--- src/shared/ssb_pkg.sv ---
// Shared constants, types and helper functions of the stream scan buffer engine.
package ssb_pkg;

  // Clock and time base.
  localparam int CLK_PERIOD_NS = 10;
  localparam int NS_PER_US     = 1000;
  localparam int NS_PER_S      = 1000000000;
  localparam int CYC_PER_US    = NS_PER_US / CLK_PERIOD_NS;

  // Sustained total sample rate of each variant, in samples per second.
  localparam int SMALL_MAX_SPS = 40000;
  localparam int LARGE_MAX_SPS = 100000;
  localparam int SMALL_MIN_CYC = NS_PER_S / (SMALL_MAX_SPS * CLK_PERIOD_NS);
  localparam int LARGE_MIN_CYC = NS_PER_S / (LARGE_MAX_SPS * CLK_PERIOD_NS);

  // Settling used when the programmed settling time is below one microsecond.
  localparam logic [31:0] AUTO_SETTLE_CYC = 32'h0000_0032;

  // Register addresses on the host link.
  localparam logic [15:0] A_SETTLE = 16'h0FA8;
  localparam logic [15:0] A_RES    = 16'h0FAA;
  localparam logic [15:0] A_BUFSZ  = 16'h0FAC;
  localparam logic [15:0] A_HOLD   = 16'h1323;
  localparam logic [15:0] A_ENABLE = 16'h0FB0;
  localparam logic [15:0] A_PERIOD = 16'h0FB2;
  localparam logic [15:0] A_NADR   = 16'h0FB4;
  localparam logic [15:0] A_STATUS = 16'h0FB6;
  localparam logic [15:0] A_ERROR  = 16'h0FB8;
  localparam logic [15:0] A_DROPS  = 16'h0FBA;
  localparam logic [15:0] A_DATA   = 16'h0FBC;
  localparam logic [15:0] A_LEVEL  = 16'h0FBE;
  localparam logic [15:0] A_LIST   = 16'h0FC0;

  // Scan list entries whose upper address byte equals this are output channels.
  localparam logic [7:0] OUT_ADDR_HI = 8'h12;

  // Bit positions in the status register.
  localparam int ST_RUN     = 0;
  localparam int ST_DISCARD = 1;
  localparam int ST_IN      = 2;
  localparam int ST_OUT     = 3;
  localparam int ST_REFUSED = 4;

  // Error codes; the overflow end code is an arbitrary value.
  localparam logic [15:0] ERR_NONE         = 16'h0000;
  localparam logic [15:0] ERR_SCAN_OVERLAP = 16'h0B7E;
  localparam logic [15:0] ERR_OVF_END      = 16'h0B7F;

  // Buffer and list geometry.
  localparam int          SAMPLE_W       = 16;
  localparam int          FIFO_DEPTH     = 8;
  localparam int          LEVEL_W        = 4;
  localparam int          LIST_DEPTH     = 16;
  localparam int          LIST_AW        = 4;
  localparam logic [31:0] MAX_BUF_BYTES  = 32'h0000_8000;
  localparam logic [15:0] DEF_BUF_BYTES  = 16'h0010;
  localparam logic [3:0]  RES_MAX_STREAM = 4'h8;
  localparam logic [15:0] OVF_SCANS_MAX  = 16'h0004;

  typedef enum logic [1:0] {
    PH_IDLE   = 2'b00,
    PH_FETCH  = 2'b01,
    PH_SETTLE = 2'b10,
    PH_SAMPLE = 2'b11
  } ssb_phase_t;

  // True for an output-streamable scan list address.
  function automatic logic ssb_is_out(input logic [15:0] a);
    return a[15:8] == OUT_ADDR_HI;
  endfunction : ssb_is_out

  // True for an acceptable buffer size: zero or a power of two up to the maximum.
  function automatic logic ssb_size_ok(input logic [31:0] v);
    return (v == 32'h0) || ((v <= MAX_BUF_BYTES) && ((v & (v - 32'h1)) == 32'h0));
  endfunction : ssb_size_ok

endpackage : ssb_pkg

--- src/hdl/ssb_engine.sv ---
// Stream scan buffer engine: scan timing, sample capture, overflow handling and registers.
//
// Operation
// Small variant sustains 40 ksamples per second.
// Large variant sustains 100 ksamples per second.
// Each scan reads every listed address once.
// Listed channel kinds select in, out or both.
// Every streamed sample is sixteen bits wide.
// Wide sources: emit low half, latch high half.
// Holding register streamable, returns latest upper half.
// Settle programmed microseconds before non-first channels.
// Resolution selects conversion; indices 9-12 unsupported.
// Normal input range settings stay in force.
// Scan overlap stops stream with code 2942.
// Samples buffered on chip, at most 32768 bytes.
// Size: power of two, zero default, next stream.
// Capacity is size bytes divided by two; capped at FIFO_DEPTH samples.
// On overflow keep scanning, discard until emptied.
// Count and report whole discarded scans.
// Overflow too long ends stream with error.
// Host fills skipped samples with dummy values.
// Host gap recovery needs first channel never 0xFFFF.
// Host joins halves as low plus 65536 high.
// Constant-rate scan pulses, scanning until stopped.
// Only one stream session at a time.
// Active stream blocks command-response analog reads.
// First scan one period after enable.
// Overflow limit counted in scans from first discard.
// Non power-of-two size writes are rejected.
`timescale 1ns/1ps
module ssb_engine
  import ssb_pkg::*;
#(
  parameter bit LARGE_VARIANT = 1'b1
) (
  input  wire logic        clk,
  input  wire logic        nrst,
  input  wire logic        reg_wr,
  input  wire logic        reg_rd,
  input  wire logic [15:0] reg_addr,
  input  wire logic [31:0] reg_wdata,
  output wire logic [31:0] reg_rdata,
  output wire logic        reg_rvalid,
  output wire logic        src_req,
  output wire logic [15:0] src_addr,
  output wire logic [3:0]  src_res,
  output wire logic        src_dir_out,
  input  wire logic        src_ack,
  input  wire logic [31:0] src_data,
  input  wire logic        src_wide,
  output wire logic        stream_active
);

  // Shortest scan period per listed address for this variant.
  localparam logic [31:0] MIN_CYC = LARGE_VARIANT ? 32'(LARGE_MIN_CYC) : 32'(SMALL_MIN_CYC);

  typedef struct packed {
    logic         run;
    logic         refused;
    logic         has_in;
    logic         has_out;
    logic         discard;
    logic         scan_drop;
    ssb_phase_t   phase;
    logic [LIST_AW-1:0] idx;
    logic [4:0]   nadr;
    logic [3:0]   res;
    logic [LEVEL_W-1:0] cap;
    logic [15:0]  size_b;
    logic [15:0]  hold;
    logic [15:0]  err;
    logic [15:0]  drops;
    logic [15:0]  ovf_scans;
    logic [31:0]  settle_us;
    logic [31:0]  period;
    logic [31:0]  pcnt;
    logic [31:0]  scnt;
    logic [31:0]  rdata;
    logic         rvalid;
    logic         req;
    logic [15:0]  req_addr;
    logic         req_out;
  } ssb_state_t;

  ssb_state_t          s;
  ssb_state_t          n;
  logic                tick;
  logic                got;
  logic [SAMPLE_W-1:0] gval;
  logic                push;
  logic                pop;
  logic                flush;
  logic                scan_end;
  logic                list_we;
  logic                rate_ok;
  logic [31:0]         need_cyc;
  logic [15:0]         cap_bytes;
  logic [LEVEL_W-1:0]  cap_now;
  logic [15:0]         mem_q;
  logic [15:0]         src_upper;
  logic                fifo_in_ready;
  logic                fifo_out_valid;
  logic [SAMPLE_W-1:0] fifo_out_data;
  logic [LEVEL_W-1:0]  fifo_level;

  // Every top output comes from the state register.
  assign reg_rdata     = s.rdata;
  assign reg_rvalid    = s.rvalid;
  assign src_req       = s.req;
  assign src_addr      = s.req_addr;
  assign src_dir_out   = s.req_out;
  assign src_res       = s.res;
  assign stream_active = s.run;
  assign src_upper     = src_data[31:16];

  // Scan list storage; the read address follows the current list position.
  ssb_list_mem #(
    .WIDTH (16),
    .DEPTH (LIST_DEPTH)
  ) u_list (
    .clk   (clk),
    .we    (list_we),
    .waddr (reg_addr[LIST_AW-1:0]),
    .wdata (reg_wdata[15:0]),
    .raddr (s.idx),
    .rdata (mem_q)
  );

  // Sample buffer between the scan engine and the host's data register.
  ssb_fifo #(
    .WIDTH (SAMPLE_W),
    .DEPTH (FIFO_DEPTH)
  ) u_fifo (
    .clk       (clk),
    .nrst      (nrst),
    .flush     (flush),
    .in_valid  (push),
    .in_data   (gval),
    .in_ready  (fifo_in_ready),
    .out_valid (fifo_out_valid),
    .out_ready (pop),
    .out_data  (fifo_out_data),
    .level     (fifo_level)
  );

  // Buffer capacity in samples, limited by the physical FIFO depth.
  always_comb begin
    cap_bytes = (s.size_b == 16'h0) ? DEF_BUF_BYTES : s.size_b;
    if ((cap_bytes >> 1) >= 16'(FIFO_DEPTH)) begin
      cap_now = LEVEL_W'(FIFO_DEPTH);
    end else begin
      cap_now = cap_bytes[LEVEL_W:1];
    end
  end

  // Multi-address lists at slow resolutions get twice the per-sample allowance.
  always_comb begin
    need_cyc = 32'(s.nadr) * MIN_CYC;
    if (s.nadr > 5'h1 && s.res > 4'h1) begin
      need_cyc = need_cyc << 1;
    end
    rate_ok = (s.nadr != 5'h0) && (s.period >= need_cyc);
  end

  // Next-state logic: scan clock, scan sequencing, overflow and registers.
  always_comb begin
    n        = s;
    n.req    = 1'b0;
    n.rvalid = 1'b0;
    tick     = 1'b0;
    got      = 1'b0;
    gval     = '0;
    push     = 1'b0;
    pop      = 1'b0;
    flush    = 1'b0;
    scan_end = 1'b0;
    list_we  = 1'b0;

    // Scan clock divider; the first pulse lands one full period after start.
    if (s.run) begin
      if (s.pcnt >= s.period - 32'h1) begin
        tick   = 1'b1;
        n.pcnt = '0;
      end else begin
        n.pcnt = s.pcnt + 32'h1;
      end
    end

    unique case (s.phase)
      PH_IDLE: begin
        if (tick) begin
          n.phase = PH_FETCH;
          n.idx   = '0;
          // Storing resumes on a whole scan boundary once the host drained the buffer.
          if (s.discard && fifo_level == '0) begin
            n.discard   = 1'b0;
            n.scan_drop = 1'b0;
            n.ovf_scans = '0;
          end else begin
            n.scan_drop = s.discard;
          end
        end
      end
      PH_FETCH: begin
        // The first channel settles within the scan period itself.
        n.phase = PH_SETTLE;
        if (s.idx == '0) begin
          n.scnt = '0;
        end else if (s.settle_us == 32'h0) begin
          n.scnt = AUTO_SETTLE_CYC;
        end else begin
          n.scnt = 32'(s.settle_us * CYC_PER_US);
        end
      end
      PH_SETTLE: begin
        if (s.scnt != 32'h0) begin
          n.scnt = s.scnt - 32'h1;
        end else if (mem_q == A_HOLD) begin
          got  = 1'b1;
          gval = s.hold;
        end else begin
          n.req      = 1'b1;
          n.req_addr = mem_q;
          n.req_out  = ssb_is_out(mem_q);
          n.phase    = PH_SAMPLE;
        end
      end
      PH_SAMPLE: begin
        if (src_ack) begin
          got  = 1'b1;
          gval = src_data[15:0];
          if (src_wide) begin
            n.hold = src_upper;
          end
        end
      end
    endcase

    // A finished sample either goes out, into the buffer, or is discarded.
    if (got) begin
      if (ssb_is_out(mem_q)) begin
        n.has_out = 1'b1;
      end else begin
        n.has_in = 1'b1;
        if (s.discard || fifo_level >= s.cap || !fifo_in_ready) begin
          n.discard   = 1'b1;
          n.scan_drop = 1'b1;
        end else begin
          push = 1'b1;
        end
      end
      if (5'(s.idx) + 5'h1 == s.nadr) begin
        scan_end = 1'b1;
        n.phase  = PH_IDLE;
      end else begin
        n.idx   = s.idx + 1'b1;
        n.phase = PH_FETCH;
      end
    end

    // Whole discarded scans are counted, and a long overflow ends the stream.
    if (scan_end && n.scan_drop) begin
      n.drops     = s.drops + 16'h1;
      n.ovf_scans = s.ovf_scans + 16'h1;
      if (n.ovf_scans >= OVF_SCANS_MAX) begin
        n.run   = 1'b0;
        n.phase = PH_IDLE;
        n.err   = ERR_OVF_END;
      end
    end

    // A scan pulse arriving mid-scan means the rate is too high.
    if (tick && s.phase != PH_IDLE) begin
      n.run   = 1'b0;
      n.phase = PH_IDLE;
      n.err   = ERR_SCAN_OVERLAP;
    end

    // Register writes come last so that a stop from the host always wins.
    if (reg_wr) begin
      case (reg_addr)
        A_SETTLE: n.settle_us = reg_wdata;
        A_RES: begin
          if (reg_wdata <= 32'(RES_MAX_STREAM)) begin
            n.res = reg_wdata[3:0];
          end
        end
        A_BUFSZ: begin
          if (ssb_size_ok(reg_wdata)) begin
            n.size_b = reg_wdata[15:0];
          end
        end
        A_PERIOD: n.period = reg_wdata;
        A_NADR: begin
          if (!s.run && reg_wdata <= 32'(LIST_DEPTH)) begin
            n.nadr = reg_wdata[4:0];
          end
        end
        A_ENABLE: begin
          if (!reg_wdata[0]) begin
            n.run   = 1'b0;
            n.phase = PH_IDLE;
          end else if (!s.run) begin
            if (rate_ok) begin
              n.run       = 1'b1;
              n.refused   = 1'b0;
              n.pcnt      = '0;
              n.phase     = PH_IDLE;
              n.err       = ERR_NONE;
              n.drops     = '0;
              n.ovf_scans = '0;
              n.discard   = 1'b0;
              n.scan_drop = 1'b0;
              n.has_in    = 1'b0;
              n.has_out   = 1'b0;
              n.cap       = cap_now;
              flush       = 1'b1;
            end else begin
              n.refused = 1'b1;
            end
          end
        end
        default: ;
      endcase
      // The scan list is frozen while a stream runs.
      if (reg_addr[15:LIST_AW] == A_LIST[15:LIST_AW] && !s.run) begin
        list_we = 1'b1;
      end
    end

    // Register reads answer one cycle later; the data register pops a sample.
    if (reg_rd) begin
      n.rvalid = 1'b1;
      n.rdata  = '0;
      case (reg_addr)
        A_SETTLE: n.rdata = s.settle_us;
        A_RES:    n.rdata[3:0] = s.res;
        A_BUFSZ:  n.rdata[15:0] = s.size_b;
        A_HOLD:   n.rdata[15:0] = s.hold;
        A_ENABLE: n.rdata[0] = s.run;
        A_PERIOD: n.rdata = s.period;
        A_NADR:   n.rdata[4:0] = s.nadr;
        A_STATUS: begin
          n.rdata[ST_RUN]     = s.run;
          n.rdata[ST_DISCARD] = s.discard;
          n.rdata[ST_IN]      = s.has_in;
          n.rdata[ST_OUT]     = s.has_out;
          n.rdata[ST_REFUSED] = s.refused;
        end
        A_ERROR:  n.rdata[15:0] = s.err;
        A_DROPS:  n.rdata[15:0] = s.drops;
        A_DATA: begin
          pop = fifo_out_valid;
          if (fifo_out_valid) begin
            n.rdata[15:0] = fifo_out_data;
          end
        end
        A_LEVEL:  n.rdata[LEVEL_W-1:0] = fifo_level;
        default:  n.rdata = '0;
      endcase
    end
  end

  // State register.
  always_ff @(posedge clk) begin
    if (!nrst) begin
      s <= '0;
    end else begin
      s <= n;
    end
  end
endmodule : ssb_engine

--- src/hdl/ssb_fifo.sv ---
// Parameterised sample FIFO with valid and ready on both sides.
`timescale 1ns/1ps
module ssb_fifo #(
  parameter int WIDTH = 16,
  parameter int DEPTH = 8
) (
  input  wire logic                     clk,
  input  wire logic                     nrst,
  input  wire logic                     flush,
  input  wire logic                     in_valid,
  input  wire logic [WIDTH-1:0]         in_data,
  output wire logic                     in_ready,
  output wire logic                     out_valid,
  input  wire logic                     out_ready,
  output wire logic [WIDTH-1:0]         out_data,
  output wire logic [$clog2(DEPTH):0]   level
);
  localparam int AW = $clog2(DEPTH);

  typedef struct packed {
    logic [DEPTH-1:0][WIDTH-1:0] mem;
    logic [AW-1:0]               wp;
    logic [AW-1:0]               rp;
    logic [AW:0]                 cnt;
  } ssb_fifo_state_t;

  ssb_fifo_state_t s;
  ssb_fifo_state_t n;
  logic            do_push;
  logic            do_pop;

  // Full and empty come straight from the occupancy count.
  assign in_ready  = s.cnt < (AW+1)'(DEPTH);
  assign out_valid = s.cnt != '0;
  assign out_data  = s.mem[s.rp];
  assign level     = s.cnt;
  assign do_push   = in_valid && in_ready;
  assign do_pop    = out_ready && out_valid;

  // Pointers wrap naturally because the depth is a power of two.
  always_comb begin
    n = s;
    if (flush) begin
      n.wp  = '0;
      n.rp  = '0;
      n.cnt = '0;
    end else begin
      if (do_push) begin
        n.mem[s.wp] = in_data;
        n.wp        = s.wp + 1'b1;
      end
      if (do_pop) begin
        n.rp = s.rp + 1'b1;
      end
      n.cnt = s.cnt + (AW+1)'(do_push) - (AW+1)'(do_pop);
    end
  end

  // State register.
  always_ff @(posedge clk) begin
    if (!nrst) begin
      s <= '0;
    end else begin
      s <= n;
    end
  end
endmodule : ssb_fifo

--- src/hdl/ssb_list_mem.sv ---
// Scan list memory with one write port and a registered read port.
`timescale 1ns/1ps
module ssb_list_mem #(
  parameter int WIDTH = 16,
  parameter int DEPTH = 16
) (
  input  wire logic                     clk,
  input  wire logic                     we,
  input  wire logic [$clog2(DEPTH)-1:0] waddr,
  input  wire logic [WIDTH-1:0]         wdata,
  input  wire logic [$clog2(DEPTH)-1:0] raddr,
  output wire logic [WIDTH-1:0]         rdata
);
  typedef struct packed {
    logic [DEPTH-1:0][WIDTH-1:0] mem;
    logic [WIDTH-1:0]            q;
  } ssb_mem_state_t;

  ssb_mem_state_t s;
  ssb_mem_state_t n;

  assign rdata = s.q;

  // Read data is the word addressed in the previous cycle.
  always_comb begin
    n   = s;
    n.q = s.mem[raddr];
    if (we) begin
      n.mem[waddr] = wdata;
    end
  end

  // Contents need no reset; the engine only reads entries the host has written.
  always_ff @(posedge clk) begin
    s <= n;
  end
endmodule : ssb_list_mem

--- config.mk ---
export PLATFORM = sky130hd
export DESIGN_NAME = ssb_engine
export DESIGN_NICKNAME = d
export VERILOG_FILES = /design/src/shared/ssb_pkg.sv /design/src/hdl/ssb_engine.sv /design/src/hdl/ssb_fifo.sv /design/src/hdl/ssb_list_mem.sv
export SDC_FILE = /design/constraint.sdc
export NUM_CORES = 2
export LEC_CHECK = 0
export CORE_MARGIN = 8
export CORE_UTILIZATION = 30
export DETAILED_ROUTE_END_ITERATION = 7
export DONT_BUFFER_PORTS = 1
export PLACE_DENSITY = 0.49
export RECOVER_POWER = 100
export SETUP_SLACK_MARGIN = 0.02
export SYNTH_ARGS = -nofsm -noshare
export SYNTH_HDL_FRONTEND = slang
export SYNTH_HIERARCHICAL = 1
export SYNTH_SLANG_ARGS = --single-unit
--- constraint.sdc ---
create_clock -name clk -period 5.8 [get_ports clk]
set_input_delay 0.58 -clock clk [delete_from_list [all_inputs] [get_ports clk]]
set_output_delay 0.58 -clock clk [all_outputs]
set_load 0.01 [all_outputs]
# Word level (Yosys, flattened, before mapping)
# Cells that the tools add are included.
dict set report op_classes {
  muxes 97
  magnitude_cmp 17
  multipliers 2
  n_eq_ne 20
  n_bitwise 7
  n_reduce_logical 43
  addsub 12
}
# cell n
set ops {}
lappend ops {{$mux W32} 11}
lappend ops {{$bwmux W256} 1}
lappend ops {{$mux W16} 15}
lappend ops {{$mux W48} 5}
lappend ops {{$eq A16 B12 Y1 const B} 11}
lappend ops {{$mux W144} 1}
lappend ops {{$bwmux W128} 1}
lappend ops {{$logic_not A32 Y1} 3}
lappend ops {{$sub A32 B1 Y32 const B} 3}
lappend ops {{$pmux W11 S7} 1}
lappend ops {{$bmux W16 S4} 1}
lappend ops {{$demux W16 S4} 1}
lappend ops {{$pmux W16 S2} 2}
lappend ops {{$pmux W32 S2} 1}
lappend ops {{$bmux W16 S3} 1}
lappend ops {{$demux W16 S3} 1}
lappend ops {{$pmux W3 S11} 1}
lappend ops {{$add A16 B1 Y16 const B} 2}
lappend ops {{$add A32 B1 Y32 const B} 1}
lappend ops {{$and A32 B32 Y32} 1}
lappend ops {{$eq A16 B13 Y1 const B} 2}
lappend ops {{$ge A32 B16 Y1} 1}
lappend ops {{$ge A32 B32 Y1} 1}
lappend ops {{$le A32 B16 Y1 const B} 1}
lappend ops {{other kinds (54)} 129}
dict set report totals {
  elab_cells 251
  inputBits 86
  output_inout_bits 56
  register_bits 694
}

# Depth between registers and ports, before layout
dict set report depth {
  ltp_word 17
  depth_mapped 26
  ltp_nobuf 25
}

# Hierarchy
# Netlist, hierarchy kept.
# mod cells_per_inst seq_area_each_um2 instances area_each_um2
set by_module_without_submodules {}
lappend by_module_without_submodules {ssb_engine 2454 5685.5 1 19448.7}
lappend by_module_without_submodules {ssb_list_mem 448 8007.7 1 10161.0}
lappend by_module_without_submodules {ssb_fifo 559 2762.6 1 6164.7}

# Worst setup path after synthesis
# Ideal clock, no wire load.
dict set report synth_timing {
  path_type {register -> register}
  startpoint {reg s[269] (netlist name)}
  endpoint {reg u_fifo/s[127] (netlist name)}
  slack_ps 120
  stages_incl_launch_ff 26
  setup_ps 127
  required_ps 5673
  arrival_time_ps 5553
  period_less_slack_ps 5680
  path_buffers 2
  path_cell_list {dfxtp_1 > inv_1 > ha_1 > inv_1 > fa_1 > fa_1 > inv_1 > ha_1 > nor2b_1 > o21ai_0 > a21boi_0 > o21a_1 > o21ai_0 > nand2b_1 > a21oi_1 > xnor2_1 > mux2i_1 > ha_1 > nand4_1 > o21bai_1 > a2111oi_2 > and4bb_4 > and3_1 > buf_6 > buf_6 > mux2i_1}
}
# element line
set synth_rtl {}
lappend synth_rtl {{end signal, assigned} ssb_fifo.sv:64} ;# s <= n;
lappend synth_rtl {{end, declared} ssb_fifo.sv:27} ;# ssb_fifo_state_t s;

==> impl_metrics.tcl <==
set metrics [dict create \
    outcome "finished with violations" \
    violations "capacitance limit, slew limit" \
    synthesis.area_sq_mm 0.0358 \
    worstHoldPathType "primary input to register" \
    nFillCells 11900 \
    synthDominantCellAreaShare_pct 24.5 \
    dr.pass1.iters 7 \
    ys_flop_type "dfxtp_1" \
    vdd.ir_drop.worst_mv 0.211 \
    cts_max_path_buffers 3 \
    drt_wl_total_microns 113000 \
    power.density_cell_area_mw_per_mm2 260 \
    share_of_the_clock_period_used_by_the_worst_path_after_layout_pct 95.0 \
    setup-violations-final 0 \
    synthesis.instances 3461 \
    post_synth_main_area_contributors "dfxtp_1 (25%), edfxtp_1 (21%), ha_1 (6.2%)" \
    final-max-slew-violation-count 131 \
    r2r_setup_slack_ns 0.29 \
    finalCriticalPeriod_ns 5.51 \
    grt_first_pass_wirelength_microns 167000 \
    placement.cell_area_sq_mm 0.0374 \
    cts-buffers-inserted 83 \
    avgRoutedWirePerCell_microns 22.3 \
    initial_cell_density_of_the_core_pct 30.3 \
    clock_sinks 694 \
    dr_total_vias 25800 \
    finClkSkew_ns 0.0219 \
    placed_cells_incl_taps 4861 \
    synthesis.yosys.warnings 6 \
    antenna_found_initial 6 \
    detail_route.drc_violations 0 \
    drv_cap 7 \
    nets 3738 \
    worst_slack_ns 0.293 \
    syn-mean-instance-area_sq_um 10.3 \
    worstSkewPairLatency_ns 0.65 \
    achievable-frequency_mhz 182 \
    ys_top_cells_by_count "nand2_1 (446), dfxtp_1 (438), nor2_1 (269)" \
    globalRoute.totalOverflow 0 \
    maxSlewHeadroom_pct -119 \
    cp.required_ns 6.31 \
    top_level_ports 142 \
    timing.hold.ws_ns 0.0575 \
    htree_num_levels 3 \
    dp_hpwl_microns 78200 \
    fp.dieArea_sq_mm 0.131 \
    portBuffers 0 \
    netlist-cell-type-count 87 \
    crit_type "register to register" \
    globalRouteTotalUtil_pct 16.6 \
    drtAntennaViolNets 0 \
    element_type_at_the_critical_path_end "register" \
    postSynth.asyncResetShare_pct 0 \
    tightest_pin_transition_ns 3.29 \
    synth_edf_count 256 \
    core_area_sq_mm 0.118 \
    fp.dieH_microns 361 \
    pre_cts_slack_ns 0.111 \
    ys_ff_latch 694 \
    p_leak_nw 15.5 \
    vias_in_the_first_global_route 25200 \
    cp_data_arrival_time_ns 6.02 \
    route.detailed.vias_per_inst 5.10 \
    place.gp.congestion 0.849 \
    postLayoutCellArea_sq_mm 0.0405 \
    drive_above_1_share_pct 10.9 \
    clock_tree.root_cell "clkbuf_16" \
    power_mw 10.5 \
    timing.critical_path.from_type "register" \
    synth_fp_nets 3760 \
    tritoncts "yes" \
    synth.largest_area_cell "dfxtp_1" \
    layout.cells.non_filler 5048 \
    worstPathMaxFanout 8 \
    yosys.cell_count.top_type "nand2_1" \
    die_width_microns 361 \
    report.final.hold_viol_count 0 \
    yosysSeqAreaShare_pct 46.0 \
    worst_setup_hold_path_clk_slew_ns 0.06 \
    fp-row-count 126 \
    grt_max_degree 170 \
    area_delta_synth_final_pct 13.2 \
    drt_iter0_drc 2203 \
]
## registers in the layout (all words and copies together), names as in the netlist
signal,count
reg_rdata,32
reg_rvalid,1
s,228
src_addr,16
src_dir_out,1
src_req,1
src_res,4
stream_active,1
u_fifo/level,4
u_fifo/s,134
u_list/rdata,16
u_list/s,256
## cells in the final DEF (no fill, tap or decap), types with 12 or more instances in the layout
master,Yosys,final
nand2_1,446,445
dfxtp_1,438,432
nor2_1,269,267
edfxtp_1,256,256
mux2i_1,200,199
inv_1,196,196
a21oi_1,189,186
ha_1,178,177
o21ai_0,87,86
clkbuf_16,0,86
mux4_2,86,86
nor3_1,76,74
a22oi_1,63,63
buf_4,84,63
nand3_1,62,61
xor2_1,52,52
xnor2_1,50,50
clkbuf_1,127,48
and3_1,39,37
fa_1,35,35
nand4_1,31,31
a221oi_1,29,29
a31oi_1,28,28
dlygate4sd3_1,0,25
nor2b_1,24,24
nor4_1,28,23
nand2b_1,21,21
a22o_1,21,21
or2_2,21,21
mux2_2,20,20
a21o_1,20,20
o211ai_1,19,19
and2_1,22,18
or3_1,17,17
buf_12,0,16
nand3b_1,14,14
clkinv_2,0,14
a222oi_1,12,12
## path summary, 6_finish.rpt
check                           start                         end  depth (start not counted)
hold / removal           reg_wdata[0]     u_list/s[224]$_DFFE_PP_                          0
hold reg to reg     s[225]$_SDFF_PN0_           s[225]$_SDFF_PN0_                          2
setup reg to reg  s[269]$_SDFFE_PN0P_  u_fifo/s[129]$_SDFFE_PN0P_                         24
setup / recovery  s[269]$_SDFFE_PN0P_  u_fifo/s[129]$_SDFFE_PN0P_                         24
## routing by layer
layer	wire, microns	GRT usage (%)
met5	15	0
met1	50100	22.1
met3	6940	3.13
met2	52800	27.6
met4	2860	4.57
## worst max-delay path: stages, from the launching register on
cell and delay (ns):
dfxtp_2 0.34, buf_4 0.17, ha_1 0.29, ha_1 0.27, inv_1 0.05, fa_1 0.56
inv_1 0.06, ha_1 0.29, a21o_1 0.18, a21oi_2 0.20, o21ai_0 0.11, a21oi_1 0.21
xnor2_1 0.18, mux2i_1 0.12, ha_1 0.29, and4_1 0.21, nand2_1 0.06, a21oi_1 0.28
o21bai_4 0.12, a2111oi_4 0.39, buf_6 0.19, and4bb_4 0.22, and3_2 0.27, clkbuf_16 0.19
mux2i_1 0.11
## repair_timing
| item | CTS | global route |
|---|---|---|
| endpoints found under the hold margin | 213 | 0 |
| buffers inserted | 0 | 2 |
| setup endpoints to repair | 0 | 212 |
| resized for setup | 0 | 26 |
| hold buffers | 25 | 0 |
## cells by family after synthesis
family / after synthesis / synth area share [%]
buffers and inverters: 442 / 5.82
xor gates and xnor gates: 102 / 2.50
and+or+nand+nor: 1128 / 14.8
muxes: 317 / 12.4
adders and majority gates: 214 / 8.21
AOI/OAI and AO/OA: 564 / 10.2
DFF: 694 / 46.0
## through the flow
step	setup TNS (ns)	util (%)
after floorplan	0	-
after global placement	0	31.7
after detailed placement	0	31.7
after CTS	0	34.2
after global routing	-0.0524	34.2
final	0	34.3
## report_power, final
| group | internal, mW | total, mW | leakage, nW | switching (mW) |
|---|---|---|---|---|
| clock network | 3.13 | 5.32 | 1.34 | 2.18 |
| registers | 5.05 | 5.06 | 5.84 | 0.00892 |
| logic | 0.0435 | 0.141 | 8.31 | 0.0973 |
## final cells by class
type / count / area, sq um / area share [%]
Sequential cell: 694 / 16500 / 40.6
Tap cell: 1536 / 1920 / 4.74
Clock buffer: 107 / 2220 / 5.48
Antenna cell: 8 / 20.0 / 0.0494
Inverter: 197 / 744 / 1.84
Timing Repair Buffer: 138 / 1230 / 3.04
Multi-Input combinational cell: 2325 / 17400 / 42.9
Clock inverter: 43 / 547 / 1.35
No activity file was read; power rests on OpenSTA's default activity.
